$ cat src/hdl/fhp_pkg.sv
// Package: constants, types and register map of the frame header parser and FCS unit
// Functional notes
// - Auto-ack mode acknowledges frames requesting it
// - Auto-retry waits for ack only if requested
// - Intra-PAN bit drops source PAN identifier
// - Destination mode: none, reserved, short, extended
// - Present address starts with PAN identifier
// - Frame version: 2003, 2006, two reserved
// - Version policy selects which frames get acked
// - Source mode decoded like destination mode
// - Filter uses type, security, intra, modes, version
// - Ack copies received sequence number
// - Destination fields precede source fields
// - No-address frames only acks; others configurable
// - Security header only when security bit set
// - FCS covers PSDU, last two bytes
// - Generator x^16+x^12+x^5+1
// - First bit highest, remainder r0 first
// - Receive CRC result kept in status
// - Transmit appends FCS unless disabled
// - Only frame types 0 to 3 pass; CTRL_RES_TYPE also passes the others
// - CRC over N-2 bytes replaces last two
// - Bad FCS in auto-ack: drop, no event
package fhp_pkg;
   // ****************************************
   // Register map
   // ****************************************
   localparam logic [3:0] REG_CTRL = 4'h0;
   localparam logic [3:0] REG_CMD = 4'h1;
   localparam logic [3:0] REG_STATUS = 4'h2;
   localparam logic [3:0] REG_TXLEN = 4'h3;
   localparam logic [3:0] REG_TXDATA = 4'h4;
   localparam logic [3:0] REG_RXLEN = 4'h5;
   localparam logic [3:0] REG_RXFCW = 4'h6;
   localparam logic [3:0] REG_RXSEQ = 4'h7;
   localparam logic [3:0] REG_RXDATA = 4'h8;
   localparam logic [3:0] REG_PAN = 4'h9;
   localparam logic [3:0] REG_SHORT = 4'hA;
   localparam logic [3:0] REG_EXT0 = 4'hB;
   localparam logic [3:0] REG_EXT3 = 4'hE;
   // Control bits
   localparam int CTRL_AUTO_ACK = 0;
   localparam int CTRL_AUTO_RETRY = 1;
   localparam int CTRL_AUTO_CRC = 2;
   localparam int CTRL_FVP = 3;
   localparam int CTRL_RES_TYPE = 5;
   localparam int CTRL_OTHER = 6;
   localparam int CTRL_PEND = 7;
   localparam logic [7:0] CTRL_RESET = 8'h04;
   localparam int CMD_START = 0;
   // Status bits
   localparam int STS_CRC_OK = 0;
   localparam int STS_RX_END = 1;
   localparam int STS_TX_DONE = 3;
   localparam int STS_ACK_SENT = 6;
   // ****************************************
   // Frame layout
   // ****************************************
   localparam int FCW_TYPE = 0;
   localparam int FCW_SEC = 3;
   localparam int FCW_ACKREQ = 5;
   localparam int FCW_INTRA = 6;
   localparam int FCW_DMODE = 10;
   localparam int FCW_VER = 12;
   localparam int FCW_SMODE = 14;
   localparam logic [6:0] SEQ_IDX = 7'h02;
   localparam logic [6:0] DPAN_IDX = 7'h03;
   localparam logic [6:0] DADR_IDX = 7'h05;
   localparam logic [6:0] ACK_LEN = 7'h05;
   localparam logic [4:0] HDR_BASE = 5'h03;
   localparam logic [15:0] CRC_POLY = 16'h1021;
   localparam logic [15:0] CRC_INIT = 16'h0000;
   typedef enum logic [1:0] {AM_NONE = 2'h0, AM_RSVD = 2'h1, AM_SHORT = 2'h2, AM_EXT = 2'h3} fhp_amode_e;
   typedef enum logic [2:0] {FT_BEACON = 3'h0, FT_DATA = 3'h1, FT_ACK = 3'h2, FT_CMD = 3'h3} fhp_ftype_e;
   typedef enum logic [1:0] {FV_2003 = 2'h0, FV_2006 = 2'h1, FV_RSVD2 = 2'h2, FV_RSVD3 = 2'h3} fhp_fver_e;
   localparam logic [1:0] RES_ACKED = 2'h0;
   localparam logic [1:0] RES_NOACK = 2'h1;
   localparam logic [1:0] RES_SENT = 2'h2;
   // ****************************************
   // Timing
   // ****************************************
   localparam int CLK_MHZ = 40;
   localparam int ACK_TURN_US = 192;
   localparam int ACK_WAIT_US = 864;
   localparam int ACK_TURN_CYC = ACK_TURN_US * CLK_MHZ;
   localparam int ACK_WAIT_CYC = ACK_WAIT_US * CLK_MHZ;
   typedef enum logic [3:0] {ST_IDLE = 4'h1, ST_TURN = 4'h2, ST_SEND = 4'h4, ST_WAIT = 4'h8} fhp_tx_state_e;
   // ****************************************
   // Carriers
   // ****************************************
   typedef struct packed {logic [3:0] addr; logic [15:0] wdata; logic wr; logic rd;} fhp_bus_s;
   typedef struct packed {logic sof; logic valid; logic data;} fhp_rx_s;
   typedef struct packed {logic sof; logic eof; logic valid; logic data;} fhp_tx_s;
endpackage

$ cat src/hdl/fhp_framer.sv
// Module: frame header parser, address filter, auto-ack/auto-retry sequencer and FCS unit
//
// The address map and the address-and-strobe port were chosen for this implementation.
`timescale 1ns/100ps
module fhp_framer #(
   parameter int ACK_TURN_CYC = fhp_pkg::ACK_TURN_CYC,
   parameter int ACK_WAIT_CYC = fhp_pkg::ACK_WAIT_CYC
) (
   // Clock and reset
   input wire logic ref_clk,
   input wire logic reset_n,
   // Register port
   input wire fhp_pkg::fhp_bus_s bus_req,
   output logic [15:0] rd_data,
   // Receive bit stream from the demodulator
   input wire fhp_pkg::fhp_rx_s rx_in,
   // Transmit bit stream to the modulator
   output fhp_pkg::fhp_tx_s tx_out,
   input wire logic tx_ready,
   // Events
   output logic rx_frame_end_event
);
   // ****************************************
   // State
   // ****************************************
   typedef struct packed {
      fhp_pkg::fhp_tx_state_e st;
      logic [7:0] ctrl;
      logic [15:0] pan;
      logic [15:0] short_adr;
      logic [63:0] ext_adr;
      logic [6:0] txlen;
      logic [6:0] twptr;
      logic [6:0] rptr;
      logic [15:0] rdata;
      logic crc_ok;
      logic rx_end;
      logic tx_done;
      logic [1:0] tx_res;
      logic ack_sent;
      logic sec;
      logic filt;
      logic [4:0] hdrlen;
      logic [6:0] rxlen;
      logic [15:0] rxfcw;
      logic [7:0] rxseq;
      logic end_evt;
      logic ractive;
      logic rphr;
      logic [2:0] rbit;
      logic [6:0] ridx;
      logic [6:0] rlen;
      logic [7:0] rsh;
      logic [15:0] rcrc;
      logic [15:0] pfcw;
      logic [7:0] pseq;
      logic pan_m;
      logic pan_b;
      logic adr_m;
      logic adr_b;
      logic [6:0] tpos;
      logic [6:0] tlen;
      logic [3:0] tcnt;
      logic [15:0] tsh;
      logic [15:0] tcrc;
      logic tcrcph;
      logic tack;
      logic tackreq;
      logic [7:0] tseq;
      logic [7:0] aseq;
      logic apend;
      logic [15:0] timer;
      logic tvalid;
      logic tsof;
      logic teof;
   } fhp_state_s;

   fhp_state_s q;   // Registered state
   fhp_state_s d;   // Next state
   logic [7:0] tx_mem [0:127];   // Frame to send, PSDU bytes
   logic [7:0] rx_mem [0:127];   // Last received PSDU
   logic tb_we;
   logic [6:0] tb_addr;
   logic [7:0] tb_din;
   logic rb_we;
   logic [6:0] rb_addr;
   logic [7:0] rb_din;

   // ****************************************
   // Functions
   // ****************************************
   // One bit of the CRC division, first bit taken as highest coefficient
   function automatic logic [15:0] crc_step(input logic [15:0] c, input logic b);
      logic fb;
      fb = c[15] ^ b;
      crc_step = {c[14:0], 1'b0} ^ (fb ? fhp_pkg::CRC_POLY : fhp_pkg::CRC_INIT);
   endfunction

   // Byte k of a little-endian address value
   function automatic logic [7:0] byte_of(input logic [63:0] v, input logic [2:0] k);
      byte_of = v[{k, 3'b000} +: 8];
   endfunction

   // ****************************************
   // Next-state logic
   // ****************************************
   always_comb begin
      logic [7:0] sh_n;
      logic done;
      logic [15:0] f;
      logic [1:0] dm;
      logic [1:0] sm;
      logic [2:0] ft;
      logic [4:0] hdr;
      logic pass;
      logic need_ack;
      logic good;
      logic start_req;
      logic launch;
      logic crc_on;
      logic [6:0] p;
      logic [6:0] k;
      logic [15:0] tcrc_n;
      logic [6:0] dend;
      sh_n = 8'h00;
      done = 1'b0;
      f = 16'h0000;
      dm = 2'h0;
      sm = 2'h0;
      ft = 3'h0;
      hdr = 5'h00;
      pass = 1'b0;
      need_ack = 1'b0;
      good = 1'b0;
      start_req = 1'b0;
      launch = 1'b0;
      crc_on = 1'b0;
      p = 7'h00;
      k = 7'h00;
      tcrc_n = q.tcrc;
      dend = 7'h00;
      d = q;
      d.end_evt = 1'b0;
      d.rdata = 16'h0000;
      tb_we = 1'b0;
      tb_addr = q.twptr;
      tb_din = bus_req.wdata[7:0];
      rb_we = 1'b0;
      rb_addr = q.ridx;
      rb_din = 8'h00;

      // Register writes; clears come first so hardware sets below win
      if (bus_req.wr) begin
         case (bus_req.addr)
            fhp_pkg::REG_CTRL: d.ctrl = bus_req.wdata[7:0];
            fhp_pkg::REG_CMD: start_req = bus_req.wdata[fhp_pkg::CMD_START];
            fhp_pkg::REG_STATUS: begin
               // Write one to clear the sticky events
               if (bus_req.wdata[fhp_pkg::STS_RX_END]) d.rx_end = 1'b0;
               if (bus_req.wdata[fhp_pkg::STS_TX_DONE]) d.tx_done = 1'b0;
               if (bus_req.wdata[fhp_pkg::STS_ACK_SENT]) d.ack_sent = 1'b0;
            end
            fhp_pkg::REG_TXLEN: begin
               d.txlen = bus_req.wdata[6:0];
               d.twptr = 7'h00;
            end
            fhp_pkg::REG_TXDATA: begin
               tb_we = 1'b1;
               d.twptr = q.twptr + 7'h01;
            end
            fhp_pkg::REG_PAN: d.pan = bus_req.wdata;
            fhp_pkg::REG_SHORT: d.short_adr = bus_req.wdata;
            default: begin
               // Extended address words; other offsets are ignored
               if (bus_req.addr >= fhp_pkg::REG_EXT0 && bus_req.addr <= fhp_pkg::REG_EXT3) begin
                  d.ext_adr[{bus_req.addr[1:0] - 2'h3, 4'h0} +: 16] = bus_req.wdata;
               end
            end
         endcase
      end

      // Register reads, answered in the next cycle; unmapped reads give zero
      if (bus_req.rd) begin
         case (bus_req.addr)
            fhp_pkg::REG_CTRL: d.rdata = {8'h00, q.ctrl};
            fhp_pkg::REG_STATUS: d.rdata = {2'b00, q.hdrlen, q.filt, q.sec, q.ack_sent, q.tx_res,
                                            q.tx_done, q.st != fhp_pkg::ST_IDLE, q.rx_end, q.crc_ok};
            fhp_pkg::REG_TXLEN: d.rdata = {9'h000, q.txlen};
            fhp_pkg::REG_RXLEN: d.rdata = {9'h000, q.rxlen};
            fhp_pkg::REG_RXFCW: d.rdata = q.rxfcw;
            fhp_pkg::REG_RXSEQ: d.rdata = {8'h00, q.rxseq};
            fhp_pkg::REG_RXDATA: begin
               // Reading walks the receive buffer
               d.rdata = {8'h00, rx_mem[q.rptr]};
               d.rptr = q.rptr + 7'h01;
            end
            fhp_pkg::REG_PAN: d.rdata = q.pan;
            fhp_pkg::REG_SHORT: d.rdata = q.short_adr;
            default: begin
               if (bus_req.addr >= fhp_pkg::REG_EXT0 && bus_req.addr <= fhp_pkg::REG_EXT3) begin
                  d.rdata = q.ext_adr[{bus_req.addr[1:0] - 2'h3, 4'h0} +: 16];
               end
            end
         endcase
      end

      // Receive: PHR byte, then PSDU bytes LSB first through the CRC
      if (rx_in.sof) begin
         d.ractive = 1'b1;
         d.rphr = 1'b1;
         d.rbit = 3'h0;
         d.ridx = 7'h00;
         d.rcrc = fhp_pkg::CRC_INIT;
         d.pfcw = 16'h0000;
         d.pan_m = 1'b1;
         d.pan_b = 1'b1;
         d.adr_m = 1'b1;
         d.adr_b = 1'b1;
      end else if (rx_in.valid && q.ractive) begin
         sh_n = {rx_in.data, q.rsh[7:1]};
         d.rsh = sh_n;
         d.rbit = q.rbit + 3'h1;
         if (!q.rphr) d.rcrc = crc_step(q.rcrc, rx_in.data);
         if (q.rbit == 3'h7) begin
            if (q.rphr) begin
               d.rlen = sh_n[6:0];
               d.rphr = 1'b0;
               d.ractive = sh_n[6:0] != 7'h00;
            end else begin
               rb_we = 1'b1;
               rb_din = sh_n;
               if (q.ridx == 7'h00) d.pfcw[7:0] = sh_n;
               if (q.ridx == 7'h01) d.pfcw[15:8] = sh_n;
               if (q.ridx == fhp_pkg::SEQ_IDX) d.pseq = sh_n;
               // Destination PAN then address, compared on the fly
               dm = q.pfcw[fhp_pkg::FCW_DMODE +: 2];
               dend = fhp_pkg::DADR_IDX + ((dm == fhp_pkg::AM_EXT) ? 7'h08 : 7'h02);
               if (dm[1] && q.ridx >= fhp_pkg::DPAN_IDX && q.ridx < fhp_pkg::DADR_IDX) begin
                  k = q.ridx - fhp_pkg::DPAN_IDX;
                  d.pan_m = q.pan_m && (sh_n == byte_of({48'h0, q.pan}, k[2:0]));
                  d.pan_b = q.pan_b && (sh_n == 8'hFF);
               end else if (dm[1] && q.ridx >= fhp_pkg::DADR_IDX && q.ridx < dend) begin
                  k = q.ridx - fhp_pkg::DADR_IDX;
                  d.adr_m = q.adr_m && (sh_n == byte_of((dm == fhp_pkg::AM_EXT) ? q.ext_adr
                                                         : {48'h0, q.short_adr}, k[2:0]));
                  d.adr_b = q.adr_b && (sh_n == 8'hFF) && (dm == fhp_pkg::AM_SHORT);
               end
               d.ridx = q.ridx + 7'h01;
               if (q.ridx == q.rlen - 7'h01) begin
                  done = 1'b1;
                  d.ractive = 1'b0;
               end
            end
         end
      end

      // Transmit sequencer
      crc_on = q.tack || q.ctrl[fhp_pkg::CTRL_AUTO_CRC];
      unique case (q.st)
         fhp_pkg::ST_IDLE: begin
            if (start_req) begin
               launch = 1'b1;
               d.tack = 1'b0;
               d.tlen = q.txlen;
               d.tackreq = tx_mem[0][fhp_pkg::FCW_ACKREQ];
               d.tseq = tx_mem[fhp_pkg::SEQ_IDX];
            end
         end
         fhp_pkg::ST_TURN: begin
            // Hold off the acknowledgement for the turnaround time
            d.timer = q.timer + 16'h0001;
            if (q.timer >= 16'(ACK_TURN_CYC - 1)) begin
               launch = 1'b1;
               d.tack = 1'b1;
               d.tlen = fhp_pkg::ACK_LEN;
            end
         end
         fhp_pkg::ST_SEND: begin
            if (tx_ready) begin
               d.tsh = {1'b0, q.tsh[15:1]};
               d.tsof = 1'b0;
               d.tcnt = q.tcnt + 4'h1;
               if (!q.tcrcph && q.tpos != 7'h00) tcrc_n = crc_step(q.tcrc, q.tsh[0]);
               d.tcrc = tcrc_n;
               if (q.tcnt == (q.tcrcph ? 4'hF : 4'h7)) begin
                  d.tcnt = 4'h0;
                  p = q.tpos + 7'h01;
                  if (q.tpos == q.tlen) begin
                     // Frame complete
                     d.tvalid = 1'b0;
                     if (q.tack) begin
                        d.ack_sent = 1'b1;
                        d.st = fhp_pkg::ST_IDLE;
                     end else if (q.ctrl[fhp_pkg::CTRL_AUTO_RETRY] && q.tackreq) begin
                        d.st = fhp_pkg::ST_WAIT;
                        d.timer = 16'h0000;
                     end else begin
                        d.tx_done = 1'b1;
                        d.tx_res = fhp_pkg::RES_SENT;
                        d.st = fhp_pkg::ST_IDLE;
                     end
                  end else if (crc_on && p == q.tlen - 7'h01) begin
                     // FCS replaces the last two buffer bytes, r0 sent first
                     d.tsh = {<<{tcrc_n}};
                     d.tcrcph = 1'b1;
                     d.tpos = q.tlen;
                  end else begin
                     d.tpos = p;
                     d.tsh = {8'h00, q.tack ? ((p == 7'h01) ? {3'b000, q.apend, 4'b0010}
                                             : (p == 7'h02) ? 8'h00 : q.aseq)
                                             : tx_mem[p - 7'h01]};
                  end
               end
               d.teof = d.tvalid && (d.tpos == q.tlen) && (d.tcnt == (d.tcrcph ? 4'hF : 4'h7));
            end
         end
         fhp_pkg::ST_WAIT: begin
            d.timer = q.timer + 16'h0001;
            if (q.timer >= 16'(ACK_WAIT_CYC - 1)) begin
               d.st = fhp_pkg::ST_IDLE;
               d.tx_done = 1'b1;
               d.tx_res = fhp_pkg::RES_NOACK;
            end
         end
         default: d.st = fhp_pkg::ST_IDLE;
      endcase

      // Load the PHR of a new frame; the FCS division restarts with it
      if (launch) begin
         d.st = fhp_pkg::ST_SEND;
         d.tpos = 7'h00;
         d.tcnt = 4'h0;
         d.tsh = {9'h000, d.tlen};
         d.tcrc = fhp_pkg::CRC_INIT;
         d.tcrcph = 1'b0;
         d.tvalid = 1'b1;
         d.tsof = 1'b1;
         d.teof = 1'b0;
      end

      // End of a received frame: filter, report, acknowledge
      if (done) begin
         f = d.pfcw;
         dm = f[fhp_pkg::FCW_DMODE +: 2];
         sm = f[fhp_pkg::FCW_SMODE +: 2];
         ft = f[fhp_pkg::FCW_TYPE +: 3];
         good = d.rcrc == fhp_pkg::CRC_INIT;
         // Header length; source PAN absent when both present and intra-PAN set
         hdr = fhp_pkg::HDR_BASE + ((dm == fhp_pkg::AM_EXT) ? 5'h0A : (dm == fhp_pkg::AM_SHORT) ? 5'h04 : 5'h00)
               + ((sm[1] && !(f[fhp_pkg::FCW_INTRA] && dm[1])) ? 5'h02 : 5'h00)
               + ((sm == fhp_pkg::AM_EXT) ? 5'h08 : (sm == fhp_pkg::AM_SHORT) ? 5'h02 : 5'h00);
         pass = (ft <= fhp_pkg::FT_CMD || q.ctrl[fhp_pkg::CTRL_RES_TYPE])
                && ((dm != fhp_pkg::AM_RSVD && sm != fhp_pkg::AM_RSVD
                     && !(dm == fhp_pkg::AM_NONE && sm == fhp_pkg::AM_NONE && ft != fhp_pkg::FT_ACK)
                     && !(f[fhp_pkg::FCW_SEC] && f[fhp_pkg::FCW_VER +: 2] == fhp_pkg::FV_2003)
                     && {2'b00, hdr} + 7'h02 <= q.rlen)
                    || q.ctrl[fhp_pkg::CTRL_OTHER])
                && (!dm[1] || ((d.pan_m || d.pan_b) && (d.adr_m || d.adr_b)));
         need_ack = good && pass && f[fhp_pkg::FCW_ACKREQ] && !d.adr_b
                    && (ft == fhp_pkg::FT_DATA || ft == fhp_pkg::FT_CMD)
                    && (f[fhp_pkg::FCW_VER +: 2] <= q.ctrl[fhp_pkg::CTRL_FVP +: 2]);
         if (!q.ctrl[fhp_pkg::CTRL_AUTO_ACK] || (good && pass)) begin
            d.end_evt = 1'b1;
            d.rx_end = 1'b1;
            d.crc_ok = good;
            d.rxlen = q.rlen;
            d.rxfcw = f;
            d.rxseq = d.pseq;
            d.sec = f[fhp_pkg::FCW_SEC];
            d.filt = pass;
            d.hdrlen = hdr;
            d.rptr = 7'h00;
         end
         if (q.ctrl[fhp_pkg::CTRL_AUTO_ACK] && need_ack && q.st == fhp_pkg::ST_IDLE) begin
            d.st = fhp_pkg::ST_TURN;
            d.timer = 16'h0000;
            d.aseq = d.pseq;
            d.apend = q.ctrl[fhp_pkg::CTRL_PEND] && ft == fhp_pkg::FT_CMD;
         end
         if (q.st == fhp_pkg::ST_WAIT && good && q.rlen == fhp_pkg::ACK_LEN
             && ft == fhp_pkg::FT_ACK && d.pseq == q.tseq) begin
            d.st = fhp_pkg::ST_IDLE;
            d.tx_done = 1'b1;
            d.tx_res = fhp_pkg::RES_ACKED;
         end
      end
   end

   // ****************************************
   // Registers and buffers
   // ****************************************
   // State register with synchronous reset
   always_ff @(posedge ref_clk) begin
      if (!reset_n) begin
         q <= '0;
         q.st <= fhp_pkg::ST_IDLE;
         q.ctrl <= fhp_pkg::CTRL_RESET;
      end else begin
         q <= d;
      end
   end

   // Frame buffers carry data only, so they need no reset
   always_ff @(posedge ref_clk) begin
      if (tb_we) tx_mem[tb_addr] <= tb_din;
      if (rb_we) rx_mem[rb_addr] <= rb_din;
   end

   // Outputs straight from flops
   assign rd_data = q.rdata;
   assign rx_frame_end_event = q.end_evt;
   assign tx_out = '{sof: q.tsof, eof: q.teof, valid: q.tvalid, data: q.tsh[0]};
endmodule

$ cat config.mk
export PLATFORM = sky130hd
export DESIGN_NAME = fhp_framer
export DESIGN_NICKNAME = d
export VERILOG_FILES = /design/src/hdl/fhp_pkg.sv /design/src/hdl/fhp_framer.sv
export SDC_FILE = /design/constraint.sdc
export NUM_CORES = 2
export LEC_CHECK = 0
export BUFFER_PORTS_ARGS = -buffer_cell sky130_fd_sc_hd__clkbuf_2
export CORE_ASPECT_RATIO = 2
export CORE_MARGIN = 10
export CORE_UTILIZATION = 35
export CTS_CLUSTER_DIAMETER = 120
export DETAILED_ROUTE_END_ITERATION = 12
export SLEW_MARGIN = 20
export SYNTH_ARGS = -nofsm -noshare
export SYNTH_HDL_FRONTEND = slang
export SYNTH_SLANG_ARGS = --single-unit
$ cat constraint.sdc
create_clock -name ref_clk -period 7.8 [get_ports ref_clk]
set_input_delay 0.78 -clock ref_clk [delete_from_list [all_inputs] [get_ports ref_clk]]
set_output_delay 0.78 -clock ref_clk [all_outputs]
set_load 0.05 [all_outputs]
# --- Yosys cells after proc, flatten, opt, wreduce, memory -nomap -nowiden ---
# Memories as Yosys holds them, arrays and structs flattened. A register that Yosys moved wholly into a read port is not among the register bits.
# Cells that the tools add are included.
op_classes:
  addsub: 19
  shift: 5
  muxes: 135
  n_lt_le_gt_ge: 11
  n_reduce_logical: 94
  bitwise_logic: 8
  n_eq_ne: 45
op_table:
  columns: ["operator", "n"]
  rows:
  - ["16-bit two-way mux", 9]
  - ["16-bit case mux with 9 select lines", 1]
  - ["64-bit by 7-bit variable part select with 8-bit output", 2]
  - ["7-bit two-way mux", 13]
  - ["8-bit two-way mux", 11]
  - ["4-bit two-way mux", 20]
  - ["24-bit two-way mux", 3]
  - ["71-bit two-way mux", 1]
  - ["17-bit two-way mux", 4]
  - ["64-bit bitwise mux", 1]
  - ["64-bit two-way mux", 1]
  - ["16-bit by 8-bit variable shift with 64-bit output (first input constant)", 1]
  - ["16-bit by 8-bit variable part select with 64-bit output", 1]
  - ["64-bit by 7-bit variable part select with 16-bit output", 1]
  - ["20-bit two-way mux", 3]
  - ["28-bit two-way mux", 2]
  - ["1-bit logical AND", 40]
  - ["1-bit two-way mux", 36]
  - ["32-bit two-way mux", 1]
  - ["16-bit case mux with 2 select lines", 1]
  - ["16-bit by 13-bit XOR with 16-bit output", 2]
  - ["7-bit by 1-bit adder with 7-bit output (second input constant)", 4]
  - ["7-bit equality test", 4]
  - ["7-bit case mux with 2 select lines", 2]
  - ["other kinds (69)", 153]
totals:
  register_bits: 350
  mem_bits_rw: 2048
  output_inout_bits: 21
  memories: 2
  input_bits: 28
memory_table:
  columns: ["memory", "words", "width", "read_ports", "rd_ports_with_merged_regs", "wr", "line_no", "rtl"]
  rows:
  - ["rx_mem", 128, 8, 1, 1, 1, "fhp_framer.sv:81", "logic [7:0] rx_mem [0:127];"]
  - ["tx_mem", 128, 8, 3, 0, 1, "fhp_framer.sv:80", "logic [7:0] tx_mem [0:127];"]

# --- Logic depth before layout (Yosys ltp) ---
logic_depth:
  ltp_word: 33
  mapped_depth: 25

# --- Worst setup path before layout ---
# Ideal clock, no wire load.
synth_path:
  path_type: "input to register"
  from: "input rx_in[1] (netlist name)"
  to: "register q[173] (netlist name)"
  path_stages: 23
  setup_slack_ps: 2121
  path_buffers: 3
  required_time_ps: 7679
  setup_time_ps: 121
  arrival_time_ps: 5558
  cell_sequence: "buf_2 and4b_1 buf_4 nand4_2 mux2i_1 or2_0 o31ai_1 ha_1 inv_1 ha_1 a41oi_1 xnor2_1 nand3_1 xnor2_1 ha_1 and3_1 a41o_1 a21oi_1 a211o_1 o31ai_2 a41oi_4 buf_6 mux2_4"
synth_via:
  elab_chain_cells: 18
  word_cells_on_any_way: 52
  classes_between: "add/sub: 4; order compare: 2; eq/ne: 7; mux: 10; reduce/logical: 29"
synth_lines:
  columns: ["item", "line_no", "rtl"]
  rows:
  - ["from (decl)", "fhp_framer.sv:16", "input wire fhp_pkg::fhp_rx_s rx_in,"]
  - ["1-bit logical AND (*)", "fhp_framer.sv:219", "end else if (rx_in.valid && q.ractive) begin"]
  - ["71-bit two-way mux", "fhp_framer.sv:219", null]
  - ["32-bit two-way mux", "fhp_framer.sv:208", "if (rx_in.sof) begin"]
  - ["2-bit equality test / 1-bit logical AND (equally long branches)", "fhp_framer.sv:349, fhp_framer.sv:350", null]
  - ["3-bit two-way mux / 1-bit zero test (equally long branches)", "fhp_framer.sv:349, fhp_framer.sv:350", null]
  - ["4-bit two-way mux / 1-bit logical AND (equally long branches)", "fhp_framer.sv:349, fhp_framer.sv:350", null]
  - ["2-bit by 4-bit adder with 5-bit output / 2-bit two-way mux (equally long branches)", "fhp_framer.sv:349, fhp_framer.sv:350", null]
  - ["5-bit by 2-bit adder with 5-bit output", "fhp_framer.sv:350", "+ ((sm[1] && !(f[fhp_pkg::FCW_INTRA] && dm[1])) ? 5'h02 : 5'h00)"]
  - ["[... 2 more ...]", null, null]
  - ["6-bit by 7-bit less-or-equal comparator with 1-bit output", "fhp_framer.sv:356", "&& {2'b00, hdr} + 7'h02 <= q.rlen)"]
  - ["1-bit logical AND", "fhp_framer.sv:356", null]
  - ["1-bit logical OR", "fhp_framer.sv:357", "|| q.ctrl[fhp_pkg::CTRL_OTHER])"]
  - ["1-bit logical AND", "fhp_framer.sv:353", "&& ((dm != fhp_pkg::AM_RSVD && sm != fhp_pkg::AM_RSVD"]
  - ["1-bit logical AND", "fhp_framer.sv:358", "&& (!dm[1] || ((d.pan_m || d.pan_b) && (d.adr_m || d.adr_b)));"]
  - ["1-bit logical AND", "fhp_framer.sv:362", "if (!q.ctrl[fhp_pkg::CTRL_AUTO_ACK] || (good && pass)) begin"]
  - ["1-bit logical OR", "fhp_framer.sv:362", null]
  - ["2-bit AND reduction (no line)", null, null]
  - ["to (decl)", "fhp_framer.sv:78", "fhp_state_s q;"]
# Mark *: on every way between the ends. The rest lies on a longest branch, timed or not. The select of a mux whose other input is x is not followed.
# A chain may end at the register's enable or synchronous reset.

# --- Final worst setup path ---
layout_path:
  from: "register q[155] (netlist name)"
  to: "register q[173] (netlist name)"
layout_via:
  elab_chain_cells: 19
  word_cells_on_any_way: 53
  classes_between: "add/sub: 4; order compare: 2; eq/ne: 8; mux: 12; reduce/logical: 27"
layout_lines:
  columns: ["item", "line_no", "rtl"]
  rows:
  - ["3-bit equality test (*)", "fhp_framer.sv:224", "if (q.rbit == 3'h7) begin"]
  - ["28-bit two-way mux", "fhp_framer.sv:224", null]
  - ["71-bit two-way mux", "fhp_framer.sv:219", null]
  - ["32-bit two-way mux", "fhp_framer.sv:208", null]
  - ["2-bit equality test / 1-bit logical AND (equally long branches)", "fhp_framer.sv:349, fhp_framer.sv:350", null]
  - ["3-bit two-way mux / 1-bit zero test (equally long branches)", "fhp_framer.sv:349, fhp_framer.sv:350", null]
  - ["4-bit two-way mux / 1-bit logical AND (equally long branches)", "fhp_framer.sv:349, fhp_framer.sv:350", null]
  - ["2-bit by 4-bit adder with 5-bit output / 2-bit two-way mux (equally long branches)", "fhp_framer.sv:349, fhp_framer.sv:350", null]
  - ["[... 3 more ...]", null, null]
  - ["6-bit by 7-bit less-or-equal comparator with 1-bit output", "fhp_framer.sv:356", null]
  - ["1-bit logical AND", "fhp_framer.sv:356", null]
  - ["1-bit logical OR", "fhp_framer.sv:357", null]
  - ["1-bit logical AND", "fhp_framer.sv:353", null]
  - ["1-bit logical AND", "fhp_framer.sv:358", null]
  - ["1-bit logical AND", "fhp_framer.sv:362", null]
  - ["1-bit logical OR", "fhp_framer.sv:362", null]
  - ["2-bit AND reduction (no line)", null, null]
# Marked as above.

==> impl_metrics.tcl <==
set metrics [dict create \
    final_layout_size_suffix_gt1_frac 0.216 \
    crit_required_ns 8.53 \
    final_cell_mix "edfxtp_1, mux4_2, nand2_1" \
    hold_class "in2reg" \
    vias_per_cell 5.44 \
    post_drt_wl_per_cell_um 28.4 \
    crit_family "compound AO/OA/AOI/OAI gates" \
    dr.pass1.iters 5 \
    finalNonFillerCells 9487 \
    core.rowCount 274 \
    dpl_cell_area_mm2 0.102 \
    drc 0 \
    total_power_uw 25100 \
    max_stage_delay_ns 0.63 \
    grt_overflow_total 0 \
    final_common_cell "edfxtp_1" \
    ir_drop_uv 178 \
    areaGrowthSynthToFinish_pct 11.8 \
    fillers 25100 \
    fmax_mhz 144 \
    synthFlopType "edfxtp_1" \
    clk_pin_slew_ns 0.07 \
    yosysTopAreaCellShare 0.630 \
    finalSetupViolations 0 \
    ant_nets 0 \
    slew_violations 0 \
    die_x_um 393 \
    post-route-period-util 0.893 \
    cp_cell_sequence "ha_1 -> ha_1 -> and4b_1 -> nand4_2 -> mux2i_1 -> or2_0 -> o31ai_1 -> ha_1 -> inv_1 -> ha_1 -> a41oi_1 -> xnor2_1 -> nand3_1 -> xnor2_1 -> ha_1 -> and3_1 -> a41o_1 -> a21oi_1 -> a211o_1 -> o31ai_2 -> a41oi_4 -> buf_4 -> mux2_4" \
    first_global_vias 53700 \
    grt_util_met2 0.337 \
    cts_buffer_depth 4 \
    clk_latency_ns 0.93 \
    cts_resized 0 \
    synth-edff-count 2048 \
    syn_area_per_cell_um2 17.5 \
    grt_usage 0.174 \
    synth_nets 5659 \
    ys.warnings.count 0 \
    cp-start-kind "flip-flop" \
    p_per_area_mw_per_mm2 230 \
    crit_fanout 24 \
    slew_headroom 0.199 \
    crit_arrival_ns 7.69 \
    ys_top_cells_by_area "edfxtp_1, mux4_2, dfxtp_1" \
    hpwl_um 182000 \
    antenna_found_initial 14 \
    grt.met1_usage 0.170 \
    gp_congestion 0.871 \
    synth_area_mm2 0.0976 \
    ys_ff_latch 2396 \
    yosysTopAreaCell "edfxtp_1" \
    period_needed_ns 6.96 \
    worstSetupPathType "reg2reg" \
    htree_levels 4 \
    final-hold-violation-count 0 \
    cap_violations 0 \
    grt_pass1_wl_um 388000 \
    final_cell_area_mm2 0.109 \
    die_height_um 767 \
    core_mm2 0.278 \
    finClkSkew_ns 0.139 \
    ios 49 \
    drt-total-wl_um 270000 \
    io_buffers 48 \
    rsz0062_at_grt "false" \
    num_vias 51600 \
    worst_slew_pin_slew_ns 1.20 \
    grt_max_degree 133 \
    start_util 0.351 \
    nets 5640 \
    cts-buffers-inserted 211 \
    cp_num_buf_inv 2 \
    p_leak_uw 0.0336 \
    synthArstFlopShare 0 \
    cts_root_buffer "clkbuf_16" \
    drtIter0Drc 4444 \
    cts_sinks 2396 \
    end_kind "flip-flop" \
    crit_top_cell "ha_1" \
    cts_tree "done" \
    synthCells 5593 \
    ys_seq_area_frac 0.701 \
    busiest_layer "met2" \
    dpl.cell_count 9084 \
    outcome "completed" \
    ctsHoldBuffers 0 \
    yosys.cell_types.count 97 \
    slowest_stage "a41oi_4" \
    die-area_mm2 0.302 \
    grt_util_met3 0.0234 \
    fin_setup_tns_ns 0 \
    post_cts_buffers 0 \
]
==> kinds of logic after synthesis <==
logic type,count (synthesis),share of synthesized area
DFF,2396,0.701
and+or+nand+nor,1276,0.0587
muxes,862,0.175
AOI/OAI and AO/OA,516,0.0343
buffers and inverters,430,0.0190
xor gates and xnor gates,75,0.00673
adders and majority gates,38,0.00487
==> synthesized netlist by cell type (12+ instances only) <==
library cell,count
dfxtp_1,348
clkbuf_1,226
a31oi_1,21
a21oi_1,236
xnor2_1,41
nor2b_1,21
and2_1,43
nor3_1,45
buf_1,31
nand4_1,23
and3_1,34
o21ai_0,61
or2_2,12
a22o_1,15
nor4_1,13
buf_2,81
xor2_1,34
mux2_2,32
a22oi_1,15
a211oi_1,17
nand2b_1,24
ha_1,38
nand2_1,458
mux2i_1,154
mux4_2,667
buf_4,33
edfxtp_1,2048
inv_1,49
nor2_1,416
nand3_1,124
a221oi_1,16
==> worst paths after layout <==
path / depth (start not counted) / endpoint / slack (ns) / from
hold / removal: 3 / q[318] / 0.26 / bus_req[14]
setup reg to reg: 23 / q[173] / 0.84 / q[155]
hold reg to reg: 2 / q[50] / 0.41 / q[49]
setup / recovery: 23 / q[173] / 0.84 / q[155]
==> metal layers <==
layer | wire length (µm) | up-vias | share of wire
met4 | 19600 | 8 | 0.073
met2 | 152000 | 1664 | 0.56
li1 | - | 22100 | -
met5 | 54 | - | 0.00020
met3 | 11900 | 637 | 0.044
met1 | 85900 | 27200 | 0.32
==> worst reg2reg max path, cell delays in order, from the launching register on <==
cell     delay (ns)
dfxtp_1        0.35
ha_1           0.17
ha_1           0.23
and4b_1        0.49
nand4_2        0.39
mux2i_1        0.25
or2_0          0.33
o31ai_1        0.28
ha_1           0.18
inv_1          0.04
ha_1           0.33
a41oi_1        0.14
xnor2_1        0.35
nand3_1        0.14
xnor2_1        0.15
ha_1           0.32
and3_1         0.19
a41o_1         0.20
a21oi_1        0.06
a211o_1        0.30
o31ai_2        0.56
a41oi_4        0.63
buf_4          0.42
mux2_4         0.30
==> power by group <==
| group | total, µW | internal [µW] | leakage (µW) | switching (µW) |
|---|---|---|---|---|
| logic | 303 | 63.4 | 0.00804 | 240 |
| registers | 13800 | 13800 | 0.0221 | 13.1 |
| clock network | 11000 | 6210 | 0.00351 | 4800 |
| total | 25100 | 20100 | 0.0336 | 5050 |
==> layout make-up <==
class	count	area (µm²)	share of cell area
diodes	14	35.0	0.000321
clock buffers	252	5620	0.0515
clock inverters	134	1540	0.0141
inverters	53	201	0.00185
multi-input cells	2767	27400	0.251
flip-flops and latches	2396	68500	0.628
well taps	3726	4660	0.0427
repair buffers	145	1190	0.0109
==> stage by stage <==
stage	util	hold slack [ns]	worst slack, ns
after global placement	0.366	0.443	0.528
after global routing	0.392	0.201	0.475
after CTS	0.392	0.180	0.880
after detailed placement	0.366	0.446	0.622
final	0.392	0.258	0.837
after floorplan	-	0.425	2.12
==> sequential cells by signal, summed over array words and instances (netlist names) <==
signal / flops
rx_mem: 1024
tb_addr: 7
tx_mem: 1024
rb_addr: 7
rd_data: 16
q: 313
rx_frame_end_event: 1
tx_out: 4
Power figures use the tool's default switching activity.
